### src/design/bbc_pkg.sv
/*
 package for the backlight boost control block: register map, field
 layout, reset values, timing figures and the carried structs.
 assumes a 20 MHz system clock and a plain strobe register port.
*/
package bbc_pkg;
   localparam int unsigned CLK_HZ       = 20_000_000;
   localparam int unsigned OFF_TIME_NS  = 2_500_000;
   localparam int unsigned STEP_TIME_NS = 213_000;
   localparam int unsigned HALF_ILIM_NS = 5_000_000;
   localparam int unsigned SW_FREQ_HZ   = 600_000;
   localparam int unsigned NS_PER_S     = 1_000_000_000;
   // least times round up, the period rounds down
   localparam int unsigned OFF_CYC  =
      (OFF_TIME_NS * (CLK_HZ / 1_000_000) + 999) / 1000;
   localparam int unsigned STEP_CYC =
      (STEP_TIME_NS * (CLK_HZ / 1_000_000) + 999) / 1000;
   localparam int unsigned HALF_CYC =
      (HALF_ILIM_NS * (CLK_HZ / 1_000_000) + 999) / 1000;
   localparam int unsigned SW_CYC   = CLK_HZ / SW_FREQ_HZ;
   localparam int unsigned SS_STEPS = 32;
   localparam int unsigned OVP_CNT  = 8;

   localparam int unsigned AW = 4;
   localparam logic [3:0] ADDR_CTRL   = 4'h0;
   localparam logic [3:0] ADDR_REF    = 4'h1;
   localparam logic [3:0] ADDR_STATUS = 4'h2;
   localparam logic [3:0] ADDR_EFF    = 4'h3;
   // control fields
   localparam int unsigned CTRL_BL_ON = 0;
   localparam int unsigned CTRL_SHUNT = 1;
   localparam int unsigned CTRL_VBUS  = 2;
   localparam logic [4:0] REF_RESET  = 5'h1F;

   typedef enum {
      BBC_OFF, BBC_SOFT, BBC_RUN, BBC_FAULT, BBC_OPEN
   } bbc_state_t;

   typedef struct packed {
      logic       uvlo;
      logic       tsd;
      logic       ovp;
      logic       fault;
   } bbc_sense_t;

   typedef struct packed {
      logic       active;
      logic       osc_on;
      logic       bias_on;
      logic       shunt_on;
      logic       drv_on;
      logic       sw_gate;
      logic       half_ilim;
      logic [4:0] ref_code;
      logic [7:0] ref_eff;
   } bbc_ana_t;
endpackage

### src/design/bbc_top.sv
/*
 backlight boost control: power state, enable arbitration, fault and
 lockout handling, soft start, open-led detection and dimming reference.
 assumes comparator inputs and the control pin are asynchronous and a
 host that holds the control pin low at power-up.
*/
// The address-and-strobe port and the address map are this design's own decisions.
// Operation
// - standby stops bias and oscillator, bus stays
// - active while vbus present or driver on
// - active keeps oscillator and reference running
// - pin edge or register bit enables driver
// - pin is edge sensitive, host holds low
// - register bit set masks the pin
// - pin low over 2.5 ms shuts down
// - reference from five-bit code, reset 200 mV
// - fault clears bit, waits pin low 2.5 ms
// - undervoltage stops switch, restarts on recovery
// - thermal trip switches off, self releases
// - soft start 32 steps of 213 us
// - half current limit for first 5 ms
// - eight overvoltage cycles shut driver down
// - after open-led need pin or bit toggle
// - constant high pin uses register code
// - pwm duty scales the reference
// - fixed 600 kHz switching, pwm switch
`timescale 1ns/1ps
`default_nettype none
module bbc_top #(
   parameter int unsigned OFF_CYCLES  = bbc_pkg::OFF_CYC,
   parameter int unsigned HALF_CYCLES = bbc_pkg::HALF_CYC,
   parameter int unsigned STEP_CYCLES = bbc_pkg::STEP_CYC,
   parameter int unsigned SW_CYCLES   = bbc_pkg::SW_CYC
) (
   input  wire logic                    i_clock,
   input  wire logic                    i_rst,
   input  wire logic                    i_ctrl_pin,
   input  wire logic                    i_vbus,
   input  wire bbc_pkg::bbc_sense_t     i_sense,
   input  wire logic [bbc_pkg::AW-1:0]  i_addr,
   input  wire logic [7:0]              i_wdata,
   input  wire logic                    i_wr,
   input  wire logic                    i_rd,
   output logic [7:0]                   o_rdata,
   output bbc_pkg::bbc_ana_t            o_ana
);
   typedef struct packed {
      logic [2:0]          pin_s;
      logic [2:0]          uv_s;
      logic [2:0]          ts_s;
      logic [2:0]          ov_s;
      logic [2:0]          fl_s;
      logic                pin_q;
      logic                uv_q;
      logic                ts_q;
      logic                ov_q;
      logic                fl_q;
      logic                bl_on;
      logic                shunt;
      logic [4:0]          ref_code;
      bbc_pkg::bbc_state_t st;
      logic [31:0]         low_cnt;
      logic [31:0]         step_cnt;
      logic [5:0]          step;
      logic [31:0]         half_cnt;
      logic [7:0]          sw_cnt;
      logic [3:0]          ovp_cnt;
      logic [15:0]         duty_hi;
      logic [15:0]         duty_all;
      logic [7:0]          ref_eff;
      logic [7:0]          rdata;
      bbc_pkg::bbc_ana_t   ana;
   } bbc_regs_t;

   bbc_regs_t r_reg;
   bbc_regs_t r_next;

   // a change counts once the second and third stages agree
   function automatic logic agreed(input logic [2:0] s, input logic q);
      agreed = (s[1] == s[2]) ? s[2] : q;
   endfunction

   logic pin;
   logic pin_rise;
   logic uv;
   logic ts;
   logic ov;
   logic fl;
   logic lockout;
   logic bl_rise;
   logic en_edge;
   logic drv;
   logic sw_tick;
   logic [7:0] scaled;

   always_comb
   begin
      r_next = r_reg;
      scaled = 8'h0;
      r_next.pin_s = {r_reg.pin_s[1:0], i_ctrl_pin};
      r_next.uv_s  = {r_reg.uv_s[1:0], i_sense.uvlo};
      r_next.ts_s  = {r_reg.ts_s[1:0], i_sense.tsd};
      r_next.ov_s  = {r_reg.ov_s[1:0], i_sense.ovp};
      r_next.fl_s  = {r_reg.fl_s[1:0], i_sense.fault};
      pin = agreed(r_reg.pin_s, r_reg.pin_q);
      uv  = agreed(r_reg.uv_s, r_reg.uv_q);
      ts  = agreed(r_reg.ts_s, r_reg.ts_q);
      ov  = agreed(r_reg.ov_s, r_reg.ov_q);
      fl  = agreed(r_reg.fl_s, r_reg.fl_q);
      r_next.pin_q = pin;
      r_next.uv_q  = uv;
      r_next.ts_q  = ts;
      r_next.ov_q  = ov;
      r_next.fl_q  = fl;
      pin_rise = pin & ~r_reg.pin_q;
      lockout = uv | ts;

      // register writes
      if (i_wr && i_addr == bbc_pkg::ADDR_CTRL)
      begin
         r_next.bl_on = i_wdata[bbc_pkg::CTRL_BL_ON];
         r_next.shunt = i_wdata[bbc_pkg::CTRL_SHUNT];
      end
      if (i_wr && i_addr == bbc_pkg::ADDR_REF)
      begin
         r_next.ref_code = i_wdata[4:0];
      end
      bl_rise = r_next.bl_on & ~r_reg.bl_on;
      en_edge = bl_rise || (!r_reg.bl_on && pin_rise);

      // low-time counter, restarted by any pin high
      if (pin)
      begin
         r_next.low_cnt = '0;
      end
      else if (r_reg.low_cnt <= OFF_CYCLES)
      begin
         r_next.low_cnt = r_reg.low_cnt + 32'h1;
      end

      // switching period tick
      sw_tick = (r_reg.sw_cnt == 8'(SW_CYCLES - 1));
      r_next.sw_cnt = sw_tick ? 8'h0 : r_reg.sw_cnt + 8'h1;

      case (r_reg.st)
         bbc_pkg::BBC_OFF:
         begin
            if (en_edge)
            begin
               r_next.st = bbc_pkg::BBC_SOFT;
            end
         end
         bbc_pkg::BBC_SOFT, bbc_pkg::BBC_RUN:
         begin
            if (fl)
            begin
               r_next.st = bbc_pkg::BBC_FAULT;
               r_next.bl_on = 1'b0;
               // low time counts from fault entry, so the state is held
               r_next.low_cnt = '0;
            end
            else if (r_reg.ovp_cnt == 4'(bbc_pkg::OVP_CNT))
            begin
               r_next.st = bbc_pkg::BBC_OPEN;
            end
            else if (!r_reg.bl_on && r_reg.low_cnt > OFF_CYCLES)
            begin
               r_next.st = bbc_pkg::BBC_OFF;
            end
            else if (r_reg.st == bbc_pkg::BBC_SOFT &&
                     r_reg.step == 6'(bbc_pkg::SS_STEPS))
            begin
               r_next.st = bbc_pkg::BBC_RUN;
            end
         end
         bbc_pkg::BBC_FAULT:
         begin
            r_next.bl_on = 1'b0;
            if (r_reg.low_cnt > OFF_CYCLES)
            begin
               r_next.st = bbc_pkg::BBC_OFF;
            end
         end
         bbc_pkg::BBC_OPEN:
         begin
            // a fresh enable edge; a bare clear would restart into shutdown
            if (en_edge)
            begin
               r_next.st = bbc_pkg::BBC_SOFT;
            end
         end
         default:
         begin
            r_next.st = bbc_pkg::BBC_OFF;
         end
      endcase

      drv = (r_reg.st == bbc_pkg::BBC_SOFT) ||
            (r_reg.st == bbc_pkg::BBC_RUN);

      // soft start restarts whenever the driver is not running
      if (!drv || lockout)
      begin
         r_next.step     = '0;
         r_next.step_cnt = '0;
         r_next.half_cnt = '0;
         r_next.ovp_cnt  = '0;
      end
      else
      begin
         if (r_reg.step < 6'(bbc_pkg::SS_STEPS))
         begin
            if (r_reg.step_cnt == STEP_CYCLES - 1)
            begin
               r_next.step_cnt = '0;
               r_next.step = r_reg.step + 6'h1;
            end
            else
            begin
               r_next.step_cnt = r_reg.step_cnt + 32'h1;
            end
         end
         if (r_reg.half_cnt < HALF_CYCLES)
         begin
            r_next.half_cnt = r_reg.half_cnt + 32'h1;
         end
         if (sw_tick)
         begin
            if (ov && r_reg.ovp_cnt < 4'(bbc_pkg::OVP_CNT))
            begin
               r_next.ovp_cnt = r_reg.ovp_cnt + 4'h1;
            end
            else if (!ov)
            begin
               r_next.ovp_cnt = '0;
            end
         end
      end

      // duty measure over the switching window, pin chops the code
      if (sw_tick)
      begin
         r_next.duty_hi  = '0;
         r_next.duty_all = '0;
         scaled = 8'((r_reg.duty_hi * 16'(r_reg.ref_code) * 16'h8) /
                     ((r_reg.duty_all == 16'h0) ? 16'h1 : r_reg.duty_all));
         // filtered: first-order step halfway toward the chopped level
         r_next.ref_eff = 8'((9'(r_reg.ref_eff) + 9'(scaled)) >> 1);
      end
      else
      begin
         r_next.duty_hi  = r_reg.duty_hi + {15'h0, pin};
         r_next.duty_all = r_reg.duty_all + 16'h1;
      end

      // analog-facing controls
      r_next.ana.drv_on    = drv && !lockout;
      r_next.ana.active    = i_vbus || drv;
      r_next.ana.osc_on    = r_next.ana.active;
      r_next.ana.bias_on   = r_next.ana.active;
      r_next.ana.shunt_on  = r_reg.shunt;
      r_next.ana.sw_gate   = drv && !lockout && !ov &&
                             (r_reg.sw_cnt < 8'(SW_CYCLES / 2));
      r_next.ana.half_ilim = drv && (r_reg.half_cnt < HALF_CYCLES);
      r_next.ana.ref_code  = (r_reg.step < 6'(bbc_pkg::SS_STEPS)) ?
         5'((11'(r_reg.ref_code) * 11'(r_reg.step)) >> 5) :
         r_reg.ref_code;
      r_next.ana.ref_eff   = r_reg.ref_eff;

      // read port, data in the following cycle only
      r_next.rdata = 8'h0;
      if (i_rd)
      begin
         case (i_addr)
            bbc_pkg::ADDR_CTRL:
               r_next.rdata = {5'h0, i_vbus, r_reg.shunt, r_reg.bl_on};
            bbc_pkg::ADDR_REF:    r_next.rdata = {3'h0, r_reg.ref_code};
            bbc_pkg::ADDR_STATUS:
               r_next.rdata = {uv, ts, r_reg.ana.active, 2'h0,
                               3'(r_reg.st)};
            bbc_pkg::ADDR_EFF:    r_next.rdata = r_reg.ref_eff;
            default:              r_next.rdata = 8'h0;
         endcase
      end
   end

   always_ff @(posedge i_clock)
   begin
      if (i_rst)
      begin
         r_reg          <= '0;
         r_reg.st       <= bbc_pkg::BBC_OFF;
         r_reg.ref_code <= bbc_pkg::REF_RESET;
      end
      else
      begin
         r_reg <= r_next;
      end
   end

   assign o_rdata = r_reg.rdata;
   assign o_ana   = r_reg.ana;
endmodule
`default_nettype wire

### config.mk
export PLATFORM = sky130hd
export DESIGN_NAME = bbc_top
export DESIGN_NICKNAME = d
export VERILOG_FILES = /design/src/design/bbc_pkg.sv /design/src/design/bbc_top.sv
export SDC_FILE = /design/constraint.sdc
export NUM_CORES = 1
export LEC_CHECK = 0
export BUFFER_PORTS_ARGS = -buffer_cell sky130_fd_sc_hd__buf_4
export CAP_MARGIN = 40
export CORE_MARGIN = 2
export CORE_UTILIZATION = 25
export DETAILED_ROUTE_END_ITERATION = 12
export PLACE_DENSITY = 0.49
export SETUP_SLACK_MARGIN = 0.3
export SLEW_MARGIN = 20
export SYNTH_ARGS = -nofsm -noshare
export SYNTH_HDL_FRONTEND = slang
export SYNTH_SLANG_ARGS = --single-unit
### constraint.sdc
create_clock -name i_clock -period 29.5 [get_ports i_clock]
set_input_delay 5.9 -clock i_clock [delete_from_list [all_inputs] [get_ports i_clock]]
set_output_delay 5.9 -clock i_clock [all_outputs]
set_load 0.01 [all_outputs]
==> results.sh <==
export IMPL_finalCritPeriodShare=0.953
export IMPL_max_stage_delay_ps=530
export IMPL_clockRootBuffer="clkbuf_16"
export IMPL_drive_above_1_share=0.313
export IMPL_num_rows=97
export IMPL_drt_total_wl_mm=54.1
export IMPL_avgRoutedWirePerCell_um=14.8
export IMPL_maxSlewHeadroom=0.411
export IMPL_finish_instance_area_um2=24700
export IMPL_syn_inst=2208
export IMPL_timing_hold_ws_ps=435
export IMPL_critical_path_slowest_cell="fa_1"
export IMPL_clkTransAtPathRegs_ps=60
export IMPL_clock_path_buffers=3
export IMPL_start_util=0.252
export IMPL_layout_commonest_cell="buf_4"
export IMPL_ant_nets=0
export IMPL_syn_area_per_cell_um2=8.01
export IMPL_synth_area_um2=17700
export IMPL_synthTopCellsByArea="dfxtp_1 (23%), ha_1 (13%), nor2_1 (5.4%), xnor2_1 (4.8%), xor2_1 (4.5%)"
export IMPL_yosys_area_top_type_share=0.234
export IMPL_worstHoldPathType="reg2reg"
export IMPL_cap_violations=0
export IMPL_setup_viol=0
export IMPL_synth_edf_count=0
export IMPL_cp_max_fo=8
export IMPL_fillers=7202
export IMPL_grt_pass1_vias=17192
export IMPL_viasPerCell=4.70
export IMPL_worstSetupStartpointType="flip-flop"
export IMPL_cts_tree="yes"
export IMPL_fin_cells=3645
export IMPL_fmax_mhz=35.6
export IMPL_startpoint="r_reg[216]"
export IMPL_cts_sinks=207
export IMPL_synth_cell_types=87
export IMPL_io_buffers=46
export IMPL_crit_top_cell="ha_4"
export IMPL_grt_usage=0.143
export IMPL_hold_path_startpoint="r_next[230]"
export IMPL_yosys_register_bits=207
export IMPL_ys_dominant_reg_cell="dfxtp_1"
export IMPL_firstDrtPassIters=5
export IMPL_htree_levels=1
export IMPL_grt_pass1_wl_mm=87.1
export IMPL_dieArea_um2=72800
export IMPL_nets=2933
export IMPL_drc=0
export IMPL_rr_startpoint="r_reg[216]"
export IMPL_hold_viol=0
export IMPL_rsz0062_at_grt="false"
export IMPL_cp_top_family="compound AO/OA/AOI/OAI gates"
export IMPL_finalMaxSlewViolations=0
export IMPL_worstSetupEndpointType="flip-flop"
export IMPL_placed_cells=3544
export IMPL_antenna_found_initial=1
export IMPL_cts_buffers=24
export IMPL_fp_dieH_um=270
export IMPL_hold_buffers=0
export IMPL_fin_skew_ps=39.8
export IMPL_cp_required_ps=29980
export IMPL_placed_cell_area_um2=22100
export IMPL_yosys_area_top_type="dfxtp_1"
export IMPL_cp_buffers_inverters=15
export IMPL_die_x_um=270
export IMPL_critical_path_class="reg2reg"
export IMPL_vias=17132
export IMPL_insertion_delay_ps=560
export IMPL_grt_max_degree=52
export IMPL_ios=50
export IMPL_drt_iter0_markers=749
export IMPL_gp_congestion=0.857
export IMPL_syn_to_final_growth_pct=39.5
export IMPL_worstPathArrival_ps=28590
export IMPL_dpl_hpwl_mm=41.8
export IMPL_syn_nets=2454
export IMPL_diodes=0
export IMPL_outcome="completed"
export IMPL_yosys_warnings=0
export IMPL_worst_pin_slew_ps=882
export IMPL_final_cell_mix="buf_4 (527), nor2_1 (240), dfxtp_1 (199)"
export IMPL_ys_seq_area_frac=0.234
export IMPL_core_area_um2=70000
export IMPL_async_reset_ff_frac=0
export IMPL_finalCriticalPeriod_ps=28120
export IMPL_largest_register_ffs=162
export IMPL_overflow=0
-- stage by stage --
stage	setup slack, ps	TNS, ps	utilization
floorplan	314	0	-
global placement	-898	-5480	0.316
detailed placement	-1160	-7320	0.316
CTS	327	0	0.333
global route	138	0	0.352
finish	1380	0	0.352
-- final timing paths --
path                      end  slack, ps  cells past startpoint
setup / recovery    r_next[5]       1380                    143
hold / removal    r_next[231]        440                      1
setup reg to reg    r_next[5]       1380                    143
hold reg to reg   r_next[231]        440                      1
-- synth_stat cells (20+ instances only) --
cell type	instances
nor2_1	253
dfxtp_1	207
nand2_1	193
ha_1	186
inv_1	129
a21oi_1	115
and2_1	100
xnor2_1	96
xor2_1	90
o21ai_0	66
nand3_1	65
clkbuf_1	58
nor3_1	49
nor2b_1	44
fa_1	38
o21a_1	36
a21o_1	35
and3_1	30
nand4_1	30
buf_4	29
nor4_1	28
mux2_2	23
a31oi_1	20
or3_1	20
-- metal layers --
metal | wire length, um | up-vias | global-route usage
met1 | 25200 | 8191 | 0.186
met4 | 1000 | 0 | 0.0329
met5 | 0 | - | 0
li1 | - | 8671 | -
met2 | 26400 | 226 | 0.255
met3 | 1510 | 44 | 0.0133
-- area by class of cell --
type                            count  area, um2  area share
Multi-Input combinational cell   1775      13800       0.561
Timing Repair Buffer              545       4180       0.169
Sequential cell                   207       4160       0.169
Tap cell                          940       1180      0.0477
Clock buffer                       30        654      0.0265
Inverter                          134        508      0.0206
Clock inverter                     14        138     0.00558
-- logic make-up after synthesis --
kind of cell,after synthesis,share of synthesized area
XOR/XNOR,188,0.0947
adder cells (fa/ha/maj),228,0.177
AND/OR/NAND/NOR,886,0.249
multiplexers,45,0.0297
buffers and inverters,226,0.0546
AO/OA/AOI/OAI,428,0.161
flip-flops,207,0.234
-- what timing repair did --
| action | 4_1_cts | 5_1_grt |
|---|---|---|
| gates resized for setup | 62 | 199 |
| pin swaps | 35 | 113 |
| buffers inserted | 25 | 30 |
| setup endpoints to repair | 8 | 8 |
Power is not shown: default switching activity piles up to over one toggle a cycle in this logic, so the estimate is an artifact.
